File: config.mk
export PLATFORM = sky130hd
export DESIGN_NAME = ppc_port
export DESIGN_NICKNAME = d
export VERILOG_FILES = /design/src/ppc_pkg.sv /design/src/ppc_sync_if.sv /design/src/ppc_sync.sv /design/src/ppc_port.sv
export SDC_FILE = /design/constraint.sdc
export NUM_CORES = 1
export LEC_CHECK = 0
export BUFFER_PORTS_ARGS = -buffer_cell sky130_fd_sc_hd__clkbuf_2
export CORE_ASPECT_RATIO = 2
export CORE_UTILIZATION = 46
export CTS_BUF_LIST = sky130_fd_sc_hd__clkbuf_8 sky130_fd_sc_hd__clkbuf_16
export DETAILED_ROUTE_END_ITERATION = 10
export GPL_TIMING_DRIVEN = 0
export PLACE_DENSITY = 0.65
export SYNTH_ARGS = -nofsm -noshare
export SYNTH_HDL_FRONTEND = slang
export SYNTH_SLANG_ARGS = --single-unit
File: constraint.sdc
create_clock -name ref_clk -period 3.7 [get_ports ref_clk]
set_input_delay 0 -clock ref_clk [delete_from_list [all_inputs] [get_ports ref_clk]]
set_output_delay 0 -clock ref_clk [all_outputs]
set_load 0.05 [all_outputs]
File: src/ppc_pkg.sv
// Constants shared by the port pin cell configuration block
package ppc_pkg;
   // ==========================================================
   // Sizes
   localparam int N_PINS = 17;
   localparam int N_XB = 16;
   localparam int N_RES = 4;
   localparam int RES_W = 2;
   localparam int ADDR_W = 8;
   // ==========================================================
   // Register byte offsets
   localparam logic [7:0] OFS_LATCH = 8'h00;
   localparam logic [7:0] OFS_MODE_IN = 8'h04;
   localparam logic [7:0] OFS_MODE_OUT = 8'h08;
   localparam logic [7:0] OFS_SKIP = 8'h0C;
   localparam logic [7:0] OFS_CTRL = 8'h10;
   localparam logic [7:0] OFS_XSEL = 8'h14;
   // ==========================================================
   // Fields and reset values
   localparam int CTRL_XBAR_BIT = 0;
   localparam int CTRL_PUD_BIT = 1;
   localparam logic [16:0] RST_LATCH = 17'h1FFFF;
   localparam logic [15:0] RST_MODE_IN = 16'hFFFF;
   localparam logic [16:0] RST_MODE_OUT = 17'h00000;
   localparam logic [15:0] RST_SKIP = 16'h0000;
   localparam logic [1:0] RST_CTRL = 2'h0;
   localparam logic [3:0] RST_XSEL = 4'h0;
   localparam logic [16:0] RST_LEVEL = 17'h1FFFF;
   // ==========================================================
   // Fixed pin positions
   localparam int PIN_VREF = 0;
   localparam int PIN_ANALOG_GROUND_PIN = 1;
   localparam int PIN_OSC_IN = 2;
   localparam int PIN_OSC_OUT = 3;
   localparam int PIN_DEBUG = 16;
   // ==========================================================
   // Bus encodings
   localparam logic [1:0] HTRANS_NONSEQ = 2'h2;
endpackage

File: src/ppc_sync_if.sv
// Raw pad levels in, filtered levels out
`timescale 1ns/100ps
interface ppc_sync_if;
   import ppc_pkg::*;
   logic [N_PINS-1:0] raw;
   logic [N_PINS-1:0] level;
   modport filt (input raw, output level);
   modport user (output raw, input level);
endinterface

File: src/ppc_sync.sv
// Three-stage pad input synchroniser with agreement filter
`timescale 1ns/100ps
module ppc_sync
   import ppc_pkg::*;
(
   input wire logic ref_clk,
   input wire logic rstn,
   input wire logic clk_en,
   ppc_sync_if.filt sif
);
   logic [N_PINS-1:0] s1_q;
   logic [N_PINS-1:0] s2_q;
   logic [N_PINS-1:0] s3_q;
   logic [N_PINS-1:0] lvl_q;
   logic [N_PINS-1:0] lvl_d;

   // ==========================================================
   // Stages
   // A level only moves once stages two and three agree
   assign lvl_d = (s2_q == s3_q) ? s3_q : lvl_q;
   assign sif.level = lvl_q;

   always_ff @(posedge ref_clk or negedge rstn)
   begin
      if (!rstn)
      begin
         s1_q <= RST_LEVEL;
         s2_q <= RST_LEVEL;
         s3_q <= RST_LEVEL;
         lvl_q <= RST_LEVEL;
      end
      else if (clk_en)
      begin
         s1_q <= sif.raw;
         s2_q <= s1_q;
         s3_q <= s2_q;
         lvl_q <= lvl_d;
      end
   end
endmodule

File: src/ppc_port.sv
// Port pin cells, crossbar placement and AHB-Lite register slave
//
// Our own choices: the address map and the AHB-Lite slave port.
`timescale 1ns/100ps
// Contract
// - latch read returns present pin state
// - reset leaves cells high-Z, pull-ups on
// - crossbar disabled keeps crossbar pin drivers off
// - analog pin drops pull-up, driver, receiver
// - analog pin reads back zero
// - push-pull drives pad fully high or low
// - open-drain never drives high
// - pull-up on when high-Z, off driving low
// - global disable kills every pull-up
// - digital pin reads pad level, not output
// - reserved pin never gets crossbar resource
// - first sixteen pins analog, peripheral or interrupt
// - last pin digital only, debug data shared
// - fixed pins for reference, ground, oscillator
// - crossbar takes least-significant free unreserved pin
module ppc_port
   import ppc_pkg::*;
(
   input wire logic ref_clk,
   input wire logic rstn,
   input wire logic clk_en,
   input wire logic hsel,
   input wire logic [ADDR_W-1:0] haddr,
   input wire logic [1:0] htrans,
   input wire logic hwrite,
   input wire logic [2:0] hsize,
   input wire logic [31:0] hwdata,
   input wire logic hready,
   output logic hreadyout,
   output logic hresp,
   output logic [31:0] hrdata,
   input wire logic [N_PINS-1:0] pad_in,
   output logic [N_PINS-1:0] pad_out,
   output logic [N_PINS-1:0] pad_oe_n,
   output logic [N_PINS-1:0] pad_pu_en,
   input wire logic [N_RES-1:0] res_out,
   output logic [N_RES-1:0] res_in,
   output logic [N_PINS-1:0] pin_in_level,
   output logic [N_XB-1:0] analog_conn,
   output logic voltage_reference_pin,
   output logic analog_ground_pin,
   output logic oscillator_input_pin,
   output logic oscillator_output_pin,
   output logic debug_data_pin
);
   // ==========================================================
   // Registers
   logic [N_PINS-1:0] pin_latch_bit_q;
   logic [N_XB-1:0] pin_input_mode_bit_q;
   logic [N_PINS-1:0] pin_output_drive_select_q;
   logic [N_XB-1:0] crossbar_reserve_bit_q;
   logic [1:0] ctrl_q;
   logic [N_RES-1:0] crossbar_select_first_q;
   logic wr_pend_q;
   logic [ADDR_W-1:0] wr_addr_q;
   logic [31:0] hrdata_q;
   logic [31:0] rd_d;
   logic [N_PINS-1:0] out_q;
   logic [N_PINS-1:0] oe_n_q;
   logic [N_PINS-1:0] pu_q;
   logic [N_PINS-1:0] out_d;
   logic [N_PINS-1:0] oe_n_d;
   logic [N_PINS-1:0] pu_d;

   // ==========================================================
   // Decode
   wire crossbar_global_enable = ctrl_q[CTRL_XBAR_BIT];
   wire global_pullup_disable = ctrl_q[CTRL_PUD_BIT];
   wire acc = hsel & hready & htrans[1] & clk_en;
   wire acc_wr = acc & hwrite;
   wire acc_rd = acc & ~hwrite;
   wire do_wr = wr_pend_q & clk_en;
   wire wr_latch = do_wr & (wr_addr_q == OFS_LATCH);
   wire wr_min = do_wr & (wr_addr_q == OFS_MODE_IN);
   wire wr_mout = do_wr & (wr_addr_q == OFS_MODE_OUT);
   wire wr_skip = do_wr & (wr_addr_q == OFS_SKIP);
   wire wr_ctrl = do_wr & (wr_addr_q == OFS_CTRL);
   wire wr_xsel = do_wr & (wr_addr_q == OFS_XSEL);
   wire [N_PINS-1:0] digital = {1'b1, pin_input_mode_bit_q};
   wire [N_PINS-1:0] rd_level;
   logic [N_PINS-1:0] cell_val;
   logic [N_PINS-1:0] own_vld;
   logic [RES_W-1:0] own_idx [N_PINS];

   assign hreadyout = clk_en;
   assign hresp = 1'b0;
   assign hrdata = hrdata_q;
   assign pad_out = out_q;
   assign pad_oe_n = oe_n_q;
   assign pad_pu_en = pu_q;

   // ==========================================================
   // Pad input synchroniser
   ppc_sync_if sif ();
   assign sif.raw = pad_in;

   ppc_sync u_sync
   (
      .ref_clk(ref_clk),
      .rstn(rstn),
      .clk_en(clk_en),
      .sif(sif.filt)
   );

   // Receiver off on analog pins, so they read zero
   assign rd_level = sif.level & digital;
   assign pin_in_level = rd_level;
   assign analog_conn = ~pin_input_mode_bit_q;
   assign debug_data_pin = rd_level[PIN_DEBUG];

   // Analog functions on fixed pads, only when analog and reserved
   assign voltage_reference_pin = analog_conn[PIN_VREF] &
      crossbar_reserve_bit_q[PIN_VREF];
   assign analog_ground_pin = analog_conn[PIN_ANALOG_GROUND_PIN] &
      crossbar_reserve_bit_q[PIN_ANALOG_GROUND_PIN];
   assign oscillator_input_pin = analog_conn[PIN_OSC_IN] &
      crossbar_reserve_bit_q[PIN_OSC_IN];
   assign oscillator_output_pin = analog_conn[PIN_OSC_OUT] &
      crossbar_reserve_bit_q[PIN_OSC_OUT];

   // ==========================================================
   // Crossbar placement
   // Priority by resource index; reserved pins count as taken
   always_comb
   begin
      logic [N_XB-1:0] taken;
      logic found;
      taken = crossbar_reserve_bit_q;
      found = 1'b0;
      own_vld = '0;
      for (int p = 0; p < N_PINS; p++)
         own_idx[p] = '0;
      for (int r = 0; r < N_RES; r++)
      begin
         found = 1'b0;
         if (crossbar_select_first_q[r])
         begin
            for (int p = 0; p < N_XB; p++)
            begin
               if (!found && !taken[p])
               begin
                  taken[p] = 1'b1;
                  own_vld[p] = 1'b1;
                  own_idx[p] = RES_W'(r);
                  found = 1'b1;
               end
            end
         end
      end
   end

   always_comb
   begin
      res_in = '0;
      for (int p = 0; p < N_XB; p++)
         if (own_vld[p])
            res_in[own_idx[p]] = rd_level[p];
   end

   // ==========================================================
   // Pin cells
   genvar i;
   generate
      for (i = 0; i < N_PINS; i++)
      begin : g_cell
         wire xb_pin = (i != PIN_DEBUG);
         wire en = ~xb_pin | crossbar_global_enable;
         wire pp = pin_output_drive_select_q[i];
         wire drv_lo;
         wire drv_hi;
         assign cell_val[i] = own_vld[i] ? res_out[own_idx[i]] :
            pin_latch_bit_q[i];
         assign drv_lo = en & digital[i] & ~cell_val[i];
         assign drv_hi = en & digital[i] & pp & cell_val[i];
         assign oe_n_d[i] = ~(drv_lo | drv_hi);
         assign out_d[i] = cell_val[i] & drv_hi;
         // Pull-up only on a digital cell not pulling low
         assign pu_d[i] = digital[i] & ~drv_lo &
            ~global_pullup_disable;
      end
   endgenerate

   // Cell controls registered so pads never see decode glitches
   always_ff @(posedge ref_clk or negedge rstn)
   begin
      if (!rstn)
      begin
         out_q <= '0;
         oe_n_q <= '1;
         pu_q <= '1;
      end
      else if (clk_en)
      begin
         out_q <= out_d;
         oe_n_q <= oe_n_d;
         pu_q <= pu_d;
      end
   end

   // ==========================================================
   // Bus slave
   always_comb
   begin
      rd_d = '0;
      case (haddr)
         OFS_LATCH: rd_d[N_PINS-1:0] = rd_level;
         OFS_MODE_IN: rd_d[N_XB-1:0] = pin_input_mode_bit_q;
         OFS_MODE_OUT: rd_d[N_PINS-1:0] = pin_output_drive_select_q;
         OFS_SKIP: rd_d[N_XB-1:0] = crossbar_reserve_bit_q;
         OFS_CTRL: rd_d[1:0] = ctrl_q;
         OFS_XSEL: rd_d[N_RES-1:0] = crossbar_select_first_q;
         default: rd_d = '0;
      endcase
   end

   always_ff @(posedge ref_clk or negedge rstn)
   begin
      if (!rstn)
      begin
         wr_pend_q <= 1'b0;
         wr_addr_q <= '0;
         hrdata_q <= '0;
      end
      else if (clk_en)
      begin
         wr_pend_q <= acc_wr;
         if (acc_wr)
            wr_addr_q <= haddr;
         if (acc_rd)
            hrdata_q <= rd_d;
      end
   end

   always_ff @(posedge ref_clk or negedge rstn)
   begin
      if (!rstn)
      begin
         pin_latch_bit_q <= RST_LATCH;
         pin_input_mode_bit_q <= RST_MODE_IN;
         pin_output_drive_select_q <= RST_MODE_OUT;
         crossbar_reserve_bit_q <= RST_SKIP;
         ctrl_q <= RST_CTRL;
         crossbar_select_first_q <= RST_XSEL;
      end
      else
      begin
         if (wr_latch)
            pin_latch_bit_q <= hwdata[N_PINS-1:0];
         if (wr_min)
            pin_input_mode_bit_q <= hwdata[N_XB-1:0];
         if (wr_mout)
            pin_output_drive_select_q <= hwdata[N_PINS-1:0];
         if (wr_skip)
            crossbar_reserve_bit_q <= hwdata[N_XB-1:0];
         if (wr_ctrl)
            ctrl_q <= hwdata[1:0];
         if (wr_xsel)
            crossbar_select_first_q <= hwdata[N_RES-1:0];
      end
   end

   logic started_q;
   always_ff @(posedge ref_clk or negedge rstn)
   begin
      if (!rstn)
         started_q <= 1'b0;
      else if (clk_en)
         started_q <= 1'b1;
   end

   wire [N_XB-1:0] pp_dig = pin_input_mode_bit_q &
      pin_output_drive_select_q[N_XB-1:0];
   wire [N_XB-1:0] od_high = ~pin_output_drive_select_q[N_XB-1:0] &
      cell_val[N_XB-1:0];
endmodule

==> flow_summary.toml, run 1 <==
[sta]
min_period_ps = 4120
setup_repair_after_global_routing_missed_its_margin = "true"
fin_tns_setup_ps = -2110
drv_slew = 0
fin_hold_ws_ps = 54.9
timing.final.crit_share_pct = 111
clock_skew_ps = 18.1
tightest_slew_ps = 1280
timing_hold_violations_final = 0
setup_viol_count_final = 13
max_clock_freq_mhz = 243
relSlewSlack_pct = 14.3
setup_slack_after_layout_ps = -420

[routing]
drt_pass1_iterations = 6
totalWireLength_um = 49900
ant_nets = 0
first_iter_violations = 1216
drt-vias-per-instance = 6.26
drt_drc_violations_left = 0
detailroute.via_count = 12500
drt-wirelength-per-cell_um = 24.9

[layout]
multi_input_area_um2 = 7460
num-nets-final = 1708
sequential_cell_area_um2 = 5600
insertedDiodeCount = 0
fillCellCount = 2538
fraction_of_final_layout_cells_sized_beyond_drive_strength_1_pct = 40.0
areaGrowthSynthToFinish_pct = 26.5
fin_cells = 2004
fin_util_pct = 59.1

[global_route]
global_route.overflow_total = 0
grt_pass1_wl_um = 73300
grt_start_max_net_pins = 117
global_route.usage.total_pct = 33.9
grt_antenna_before_repair = 0
first_global_vias = 12500

[cts]
ctsLongestPathBuffers = 3
clock_slew_seen_by_the_registers_of_the_worst_setup_and_hold_paths_ps = 70
clk_root_buffer_cell = "sky130_fd_sc_hd__clkbuf_16"
cts_made_buffers = 18
cts_tree = "built"
clkLatencyLatePin_ps = 510
htree_levels = 1
cts.sinks = 217

[placement]
dp_cells = 1888
buffer_ports.inserted = 161
hpwl_um = 37100
finalWeightedCongestion = 0.973

[worst_hold_path]
timing.hold.worst_endpoint = "wr_pend_q$_DFFE_PN0P_"
whs_path_depth = 3
min_path_type = "in2reg"
holdCritStartpoint = "hwrite"

[setup_path]
cp-start-kind = "register"
worst_r2r_setup_slack_ps = -200
worstPathBufferInverterCount = 2
critical_path_required_ps = 3700
crit_path_max_incr_delay_ps = 560
r2r.worst_path.cells = 13
cp.arrival_ps = 4120
crit_chain = "nor2_1, o21ai_2, and2_2, a21oi_2, a311o_2, buf_4, a211oi_4, o221ai_4, a2111o_1, nor2b_1, a31oi_1, o21ai_1, clkbuf_8"
worstReg2RegStart = "crossbar_reserve_bit_q[5]$_DFFE_PN0P_"
timing.critical_path.fanout_max = 7
critPathTopFamily = "compound AO/OA/AOI/OAI gates"
critical_path.slowest_cell = "sky130_fd_sc_hd__dfrtp_1"
critical_path_class = "reg2out"
rr_endpoint = "pad_pu_en[14]$_DFFE_PN1P_"
critical_path.endpoint_type = "output port"

[die]
core_area_um2 = 28100
dieArea_um2 = 29200
die_h_um = 241
fp.dieW_um = 121
floorplan.io_pins = 199
initial_utilization_pct = 46.7
num_rows = 87

[yosys]
ys_seq_area_share_pct = 42.7
post-synth-top-area-cell = "sky130_fd_sc_hd__dfstp_2"
synthFlopType = "sky130_fd_sc_hd__dfstp_2"
synth.lib_cells_used.distinct = 90
synth-edff-count = 0
ys_top_cells_by_count = "sky130_fd_sc_hd__mux2_2, sky130_fd_sc_hd__dfstp_2, sky130_fd_sc_hd__nand2_1"
post-synth-top-count-cell = "sky130_fd_sc_hd__mux2_2"
synthesis.area_um2 = 13100
synth_top_cell_area_share_pct = 27.1
synth-async-reset-ratio_pct = 100
syn-instance-count = 1355
yosys_warnings = 0
mean_cell_area_of_the_mapped_netlist_um2 = 9.67
ys_seq_elements = 217
yosys-top-cells-area = "sky130_fd_sc_hd__dfstp_2, sky130_fd_sc_hd__dfrtp_1, sky130_fd_sc_hd__mux2_2, sky130_fd_sc_hd__nand2_1, sky130_fd_sc_hd__nor2_1"

[status]
violations = "setup timing"
outcome = "finished, violations left"

[run]
max_cap_violations = 0

[pwr]
vdd.ir_drop.worst_v = 0.000557
post-layout-total-power_mw = 6.76
power.density_cell_area_nw_per_um2 = 407
leakagePower_nw = 7.15
==> flip-flops by register name, indices dropped and copies added, names as in the netlist, 2 cells and up <==
register                   cells
crossbar_reserve_bit_q        16
crossbar_select_first_q        4
ctrl_q                         2
hrdata                        17
pad_oe_n                      17
pad_out                       17
pad_pu_en                     17
pin_input_mode_bit_q          16
pin_latch_bit_q               17
pin_output_drive_select_q     17
u_sync.s1_q                   17
u_sync.s2_q                   17
u_sync.s3_q                   17
u_sync.sif.level              17
wr_addr_q                      8
==> what timing repair did <==
action                                 in CTS  in global routing
endpoints found under the hold margin     127                  0
setup buffers                              28                 18
resized for setup                          74                 95
setup endpoints to repair                  38                 26
hold buffers                               41                  0
gates cloned                                1                  0
pin swaps                                  24                 31
==> report_power, final <==
part | switching (mW) | internal, mW
Combinational | 1.10 | 0.525
Clock | 0.897 | 1.15
Sequential | 0.245 | 2.84
Total | 2.24 | 4.52
==> kinds of logic (layout without fill, tap and decap cells) <==
family	Yosys count	count (layout)	synth area share (%)
AO/OA/AOI/OAI	367	367	20.7
XOR/XNOR	32	32	2.14
adder cells (fa/ha/maj)	11	11	0.850
buffers and inverters	165	443	5.65
flip-flops	217	217	42.7
multiplexers	149	149	12.7
other	1	16	0.0286
AND/OR/NAND/NOR	413	413	15.3
==> layer usage <==
| metal | up-vias | track usage (%) | routed length [um] | share of wire [%] |
|---|---|---|---|---|
| li1 | 5534 | - | - | - |
| met4 | 0 | 27.5 | 4420 | 8.8 |
| met1 | 6166 | 36.5 | 17700 | 35 |
| met2 | 619 | 59.4 | 25400 | 51 |
| met5 | - | 0 | 0 | 0 |
| met3 | 224 | 3.54 | 2450 | 4.9 |
==> layout make-up <==
| type | count | share of cell area (%) |
|---|---|---|
| buffer | 121 | 3.85 |
| clock inverter | 8 | 0.400 |
| sequential | 217 | 33.8 |
| multi-input combinational | 988 | 45.0 |
| clock buffer | 24 | 3.42 |
| inverter | 41 | 0.928 |
| timing repair buffer | 249 | 9.97 |
| tap | 356 | 2.69 |
==> tightest hold or removal path, cell delays in order <==
cell                       delay [ps]
sky130_fd_sc_hd__clkbuf_2         120
sky130_fd_sc_hd__nand2_1          240
sky130_fd_sc_hd__o21ai_0          160
==> layout by cell type (no fill, tap or decap), drive strengths merged, types with 12 or more instances in the layout <==
| master | count |
|---|---|
| xnor2 | 22 |
| nor3 | 34 |
| dfrtp | 82 |
| o22ai | 23 |
| nand2 | 136 |
| clkbuf | 268 |
| o41ai | 15 |
| o21a | 17 |
| mux2 | 136 |
| mux2i | 13 |
| and2 | 18 |
| nor2 | 93 |
| buf | 85 |
| a211oi | 23 |
| o21ai | 75 |
| a31oi | 12 |
| conb | 16 |
| nand4 | 23 |
| inv | 41 |
| o2bb2ai | 14 |
| nor4 | 13 |
| dfstp | 135 |
| a2111oi | 12 |
| nand3 | 32 |
| o2111ai | 14 |
| a21oi | 47 |
| dlygate4sd3 | 41 |
| nor2b | 21 |
==> stage by stage <==
step           setup slack [ps]  instance area (um2)
2_1_floorplan              38.6                13200
3_3_place_gp              -1480                14400
3_5_place_dp               -836                14500
4_1_cts                    -382                16100
5_1_grt                    -500                16600
6_report                   -420                16600
==> worst max path at each step <==
stage / start / to / slack, ps / cells after the start
after floorplan: crossbar_reserve_bit_q[1]$_DFFE_PN0P_ / res_in[0] / 40 / 14
after global placement: rstn / hrdata[1]$_DFFE_PN0P_ / -1480 / 1
after detailed placement: crossbar_reserve_bit_q[2]$_DFFE_PN0P_ / pad_pu_en[5]$_DFFE_PN1P_ / -840 / 12
after CTS: crossbar_select_first_q[0]$_DFFE_PN0P_ / res_in[0] / -380 / 15
after global routing: crossbar_reserve_bit_q[5]$_DFFE_PN0P_ / res_in[0] / -500 / 13
final: crossbar_reserve_bit_q[5]$_DFFE_PN0P_ / res_in[0] / -420 / 13
Note: power is estimated with default switching activity, not from simulation.
==> run 2: changes to the inputs <==
CAP_MARGIN = 20   (was not set)
PLACE_DENSITY = 0.69   (was 0.65)
==> run 2 against run 1 <==
Wire length fell by 3.4%. Largest power group unchanged. Clock power fell by 2%. The flow still finishes with violations (setup timing). Utilization down 0.37 points. Via count shrank 0.41%. Sequential share of layout area up 0.23 points.
==> flow_summary.toml, run 2 (synthesized netlist as in run 1, its figures left out) <==
[status]
outcome = "finished, violations left"
violations = "setup timing"

[pwr]
leakagePower_nw = 7.15
power.internal_mw = 4.47
power.sequential.fraction_pct = 46.1
post-layout-total-power_mw = 6.70
p_clk_share_pct = 29.9
power_switching_share_pct = 33.3
vdd.ir_drop.worst_v = 0.000487
power_frac_comb_pct = 24.0
netSwitchingPower_mw = 2.23
power.density_cell_area_nw_per_um2 = 406

[sta]
timing.final.crit_share_pct = 110
timing_hold_violations_final = 0
tightest_slew_ps = 908
min_period_ps = 4070
fin_tns_setup_ps = -1650
setup_repair_after_global_routing_missed_its_margin = "true"
max_clock_freq_mhz = 246
setup_viol_count_final = 8
clock_skew_ps = 9.81
setup_slack_after_layout_ps = -371
relSlewSlack_pct = 39.5
drv_slew = 0

[cts]
clk_root_buffer_cell = "sky130_fd_sc_hd__clkbuf_16"
htree_levels = 1
cts_made_buffers = 18
clock_slew_seen_by_the_registers_of_the_worst_setup_and_hold_paths_ps = 70
cts_tree = "built"
clkLatencyLatePin_ps = 500
cts.sinks = 217
ctsLongestPathBuffers = 3

[setup_path]
critical_path.endpoint_type = "output port"
critical_path_class = "reg2out"
cp-start-kind = "register"
cp.arrival_ps = 4070
worstReg2RegStart = "crossbar_reserve_bit_q[1]$_DFFE_PN0P_"
worstSetupStartpoint = "crossbar_reserve_bit_q[1]$_DFFE_PN0P_"
timing.critical_path.fanout_max = 10
critical_path_required_ps = 3700

[die]
floorplan.io_pins = 199
initial_utilization_pct = 46.7
fp.dieW_um = 121
dieArea_um2 = 29200
core_area_um2 = 28100
die_h_um = 241
num_rows = 87

[placement]
hpwl_um = 36300
finalWeightedCongestion = 0.993
dp_cells = 1890
pre_cts_slack_ps = -708
buffer_ports.inserted = 161
dpl-instance-area_um2 = 14500

[routing]
ant_nets = 0
totalWireLength_um = 48200
drt-wirelength-per-cell_um = 24.1
first_iter_violations = 1143
drt-vias-per-instance = 6.24
drt_pass1_iterations = 6
detailroute.via_count = 12500
drt_drc_violations_left = 0

[layout]
areaGrowthSynthToFinish_pct = 25.7
num-nets-final = 1707
fin_cells = 2003
final_cell_mix = "sky130_fd_sc_hd__clkbuf_2, sky130_fd_sc_hd__mux2_2, sky130_fd_sc_hd__dfstp_2"
sequential_cell_area_um2 = 5600
insertedDiodeCount = 0
multi_input_area_um2 = 7330
most_common_cell_after_layout_fill_and_taps_aside = "sky130_fd_sc_hd__clkbuf_2"
fillCellCount = 2505
post_route_cell_area_um2 = 16500
fraction_of_final_layout_cells_sized_beyond_drive_strength_1_pct = 39.6

[global_route]
global_route.overflow_total = 0
grt_start_max_net_pins = 114
grt_antenna_before_repair = 0
global_route.usage.total_pct = 32.8
first_global_vias = 12200
grt_pass1_wl_um = 71700

[worst_hold_path]
min_path_type = "in2async"

[run]
max_cap_violations = 0
-- run 2: worst paths after layout --
check                      cells past startpoint  slack [ps]                         endpoint
max                                           15        -370                        res_in[0]
min                                            2          40  pin_latch_bit_q[12]$_DFFE_PN1P_
max in group asynchronous                      4        2620  u_sync.sif.level[1]$_DFFE_PN1P_
min in group ref_clk                           3          60            wr_pend_q$_DFFE_PN0P_
min reg2reg                                    1         490          pad_out[11]$_DFFE_PN0P_
max reg2reg                                   17        -230         pad_oe_n[14]$_DFFE_PN1P_
-- run 2: repair_timing --
action | CTS | global route
setup buffers | 21 | 22
hold buffers | 41 | 0
cloned | 1 | 0
gates resized for setup | 59 | 99
pin swaps | 22 | 31
endpoints found under the setup margin | 38 | 30
endpoints found under the hold margin | 189 | 0
-- run 2: stage by stage --
stage / utilization, % / hold slack (ps)
3_3_place_gp: 51.3 / 233
6_report: 58.7 / 43.4
2_1_floorplan: - / -296
3_5_place_dp: 51.6 / -18.0
5_1_grt: 58.7 / 49.4
4_1_cts: 56.7 / 19.8
-- run 2: critical path, cell delays in order (launching register included) --
cell,delay (ps)
sky130_fd_sc_hd__dfrtp_2,450
sky130_fd_sc_hd__buf_6,160
sky130_fd_sc_hd__and4_4,280
sky130_fd_sc_hd__buf_12,150
sky130_fd_sc_hd__nand3_4,140
sky130_fd_sc_hd__nor2_2,230
sky130_fd_sc_hd__nor3_1,70
sky130_fd_sc_hd__a311o_1,360
sky130_fd_sc_hd__a211oi_4,280
sky130_fd_sc_hd__nand2_1,80
sky130_fd_sc_hd__mux2_2,260
sky130_fd_sc_hd__a2111o_1,440
sky130_fd_sc_hd__nor2b_1,140
sky130_fd_sc_hd__a31oi_1,50
sky130_fd_sc_hd__o21ai_1,240
sky130_fd_sc_hd__clkbuf_8,230
-- run 2: area by class of cell --
cell class	instances	area share, %
sequential	217	34.0
timing repair buffer	249	10.2
multi-input combinational	988	44.5
inverter	41	0.957
buffer	120	3.94
clock buffer	24	3.51
tap	356	2.70
clock inverter	8	0.235
-- run 2: metal layers --
layer / GRT usage [%] / part of all wire [%]
met5: 0 / 0
met4: 27.6 / 8.7
met3: 3.47 / 5.3
met2: 56.2 / 51
met1: 36.0 / 35
-- run 2: power groups by stage --
stage	combinational, mW	sequential [mW]	clock [mW]
2_1_floorplan	0.724	3.40	0
3_3_place_gp	1.50	3.10	0
3_5_place_dp	1.52	3.11	0
4_1_cts	1.57	3.08	2.03
5_1_grt	1.69	3.12	2.11
6_report	1.61	3.09	2.00
==> run 3: changes to the inputs <==
SETUP_SLACK_MARGIN = 0.02   (was not set)
==> run 3 against run 2 <==
Final area is essentially flat. Worst setup slack lost 7.6 ps. Utilization is essentially flat. The flow still finishes with violations (setup timing). Clock power is essentially flat. Critical path depth shrank 2. Combinational power is essentially flat. Count of clock-buffer cells in the layout is the same. Via count grew 0.52%. Sequential share of layout area is essentially flat.
==> flow_summary.toml, run 3 (synthesized netlist as in run 1, its figures left out) <==
[pwr]
power.density_cell_area_nw_per_um2 = 407
power.internal_mw = 4.47
power_switching_share_pct = 33.4
p_clk_share_pct = 30.0
power_frac_comb_pct = 24.0
power.sequential.fraction_pct = 46.0
netSwitchingPower_mw = 2.24
vdd.ir_drop.worst_v = 0.000485
leakagePower_nw = 7.15

[die]
floorplan.io_pins = 199
num_rows = 87
initial_utilization_pct = 46.7
dieArea_um2 = 29200
core_area_um2 = 28100
fp.dieW_um = 121
die_h_um = 241

[placement]
dp_cells = 1890
finalWeightedCongestion = 0.993
hpwl_um = 36300
buffer_ports.inserted = 161
dpl-instance-area_um2 = 14500

[sta]
setup_viol_count_final = 9
drv_slew = 0
relSlewSlack_pct = 38.6
tightest_slew_ps = 922
fin_hold_ws_ps = 42.4
min_period_ps = 4080
timing_hold_violations_final = 0
clock_skew_ps = 14.9
setup_repair_after_global_routing_missed_its_margin = "true"
max_clock_freq_mhz = 245
setup_slack_after_layout_ps = -379
timing.final.crit_share_pct = 110
fin_tns_setup_ps = -1700

[setup_path]
crit_path_max_incr_delay_ps = 470
worstReg2RegStart = "crossbar_reserve_bit_q[2]$_DFFE_PN0P_"
cp-start-kind = "register"
critical_path.slowest_cell = "sky130_fd_sc_hd__a2111o_1"
timing.critical_path.fanout_max = 10
r2r.worst_path.cells = 15
critPathTopFamily = "compound AO/OA/AOI/OAI gates"
worst_r2r_setup_slack_ps = -240
rr_endpoint = "pad_oe_n[14]$_DFFE_PN1P_"
critical_path_class = "reg2out"
crit_chain = "buf_2, clkbuf_2, a311oi_1, a221oi_4, o31ai_4, a2111oi_4, o311a_1, o221ai_4, a2111o_1, nor2b_1, a31oi_1, o21ai_1, clkbuf_8"
worstPathBufferInverterCount = 3
cp.arrival_ps = 4080
critical_path_required_ps = 3700
critical_path.endpoint_type = "output port"

[global_route]
grt_antenna_before_repair = 0
first_global_vias = 12200
grt_start_max_net_pins = 114
grt_pass1_wl_um = 71700
global_route.overflow_total = 0
global_route.usage.total_pct = 32.8

[cts]
ctsLongestPathBuffers = 3
cts_tree = "built"
cts.sinks = 217
clk_root_buffer_cell = "sky130_fd_sc_hd__clkbuf_16"
cts_made_buffers = 18
clock_slew_seen_by_the_registers_of_the_worst_setup_and_hold_paths_ps = 70
htree_levels = 1
clkLatencyLatePin_ps = 510

[run]
max_cap_violations = 0

[layout]
final_cell_mix = "sky130_fd_sc_hd__clkbuf_2, sky130_fd_sc_hd__mux2_2, sky130_fd_sc_hd__dfstp_2"
num-nets-final = 1707
fin_cells = 2003
most_common_cell_after_layout_fill_and_taps_aside = "sky130_fd_sc_hd__clkbuf_2"
areaGrowthSynthToFinish_pct = 25.8
insertedDiodeCount = 0
post_route_cell_area_um2 = 16500
fraction_of_final_layout_cells_sized_beyond_drive_strength_1_pct = 39.6

[routing]
dr.max_layer_used = "met4"
ant_nets = 0
first_iter_violations = 1159
detailed_route_wire_length_on_metal_1_um = 16900
detailroute.via_count = 12600
wl_met2_um = 24500
drt_drc_violations_left = 0
drt-wirelength-per-cell_um = 24.1
drt-vias-per-instance = 6.27
totalWireLength_um = 48300
drt_pass1_iterations = 6
dr_wl_met3_um = 2660

[status]
violations = "setup timing"
outcome = "finished, violations left"

[worst_hold_path]
min_path_type = "in2async"
## run 3: changes by cell type in the layout (fill, tap and decap cells not counted)
cell                       previous run  this run
sky130_fd_sc_hd__o221ai_2             0         1
sky130_fd_sc_hd__o221ai_1             2         1
## run 3: how the worst max path moves through the flow
stage                                                     start                   endpoint  slack (ps)  depth (start not counted)
after CTS                 crossbar_reserve_bit_q[2]$_DFFE_PN0P_                  res_in[0]        -390                         15
after detailed placement  crossbar_reserve_bit_q[2]$_DFFE_PN0P_  pad_pu_en[14]$_DFFE_PN1P_        -710                         15
after global placement                                     rstn   wr_addr_q[6]$_DFFE_PN0P_       -1420                          1
after floorplan           crossbar_reserve_bit_q[1]$_DFFE_PN0P_                  res_in[0]          40                         14
after global routing      crossbar_reserve_bit_q[2]$_DFFE_PN0P_                  res_in[0]        -490                         15
final                     crossbar_reserve_bit_q[2]$_DFFE_PN0P_                  res_in[0]        -380                         13
## run 3: metrics by stage
| step | total power [mW] | worst slack, ps | util (%) |
|---|---|---|---|
| final | 6.71 | -379 | 58.7 |
| after global routing | 6.92 | -486 | 58.7 |
| after CTS | 6.67 | -391 | 56.7 |
| after detailed placement | 4.64 | -708 | 51.6 |
| after global placement | 4.59 | -1420 | 51.3 |
| after floorplan | 4.12 | 38.6 | - |
## run 3: routing by layer
| layer | track usage [%] | up-vias |
|---|---|---|
| met4 | 27.6 | 0 |
| met1 | 36.0 | 6158 |
| met3 | 3.47 | 208 |
| met2 | 56.2 | 635 |
| li1 | - | 5556 |
| met5 | 0 | - |
## run 3: what timing repair did
| item | in CTS | in global routing |
|---|---|---|
| setup endpoints to repair | 38 | 30 |
| hold endpoints to repair | 189 | 0 |
| cloned | 1 | 0 |
| pin swaps | 22 | 31 |
| buffers inserted | 21 | 22 |
| gates resized for setup | 59 | 100 |
| hold buffers | 41 | 0 |
## run 3: cell type report
cell class	count	area (um2)
fillers	2504	11600
multi-input cells	988	7340
flip-flops and latches	217	5600
repair buffers	249	1680
plain buffers	120	649
clock buffers	24	578
well taps	356	445
inverters	41	158
clock inverters	8	38.8
## run 3: power groups by stage
stage          clock network, mW  registers (mW)  logic (mW)
2_1_floorplan                  0            3.40       0.724
3_3_place_gp                   0            3.10        1.50
3_5_place_dp                   0            3.11        1.52
4_1_cts                     2.03            3.08        1.57
5_1_grt                     2.11            3.12        1.70
6_report                    2.01            3.09        1.61
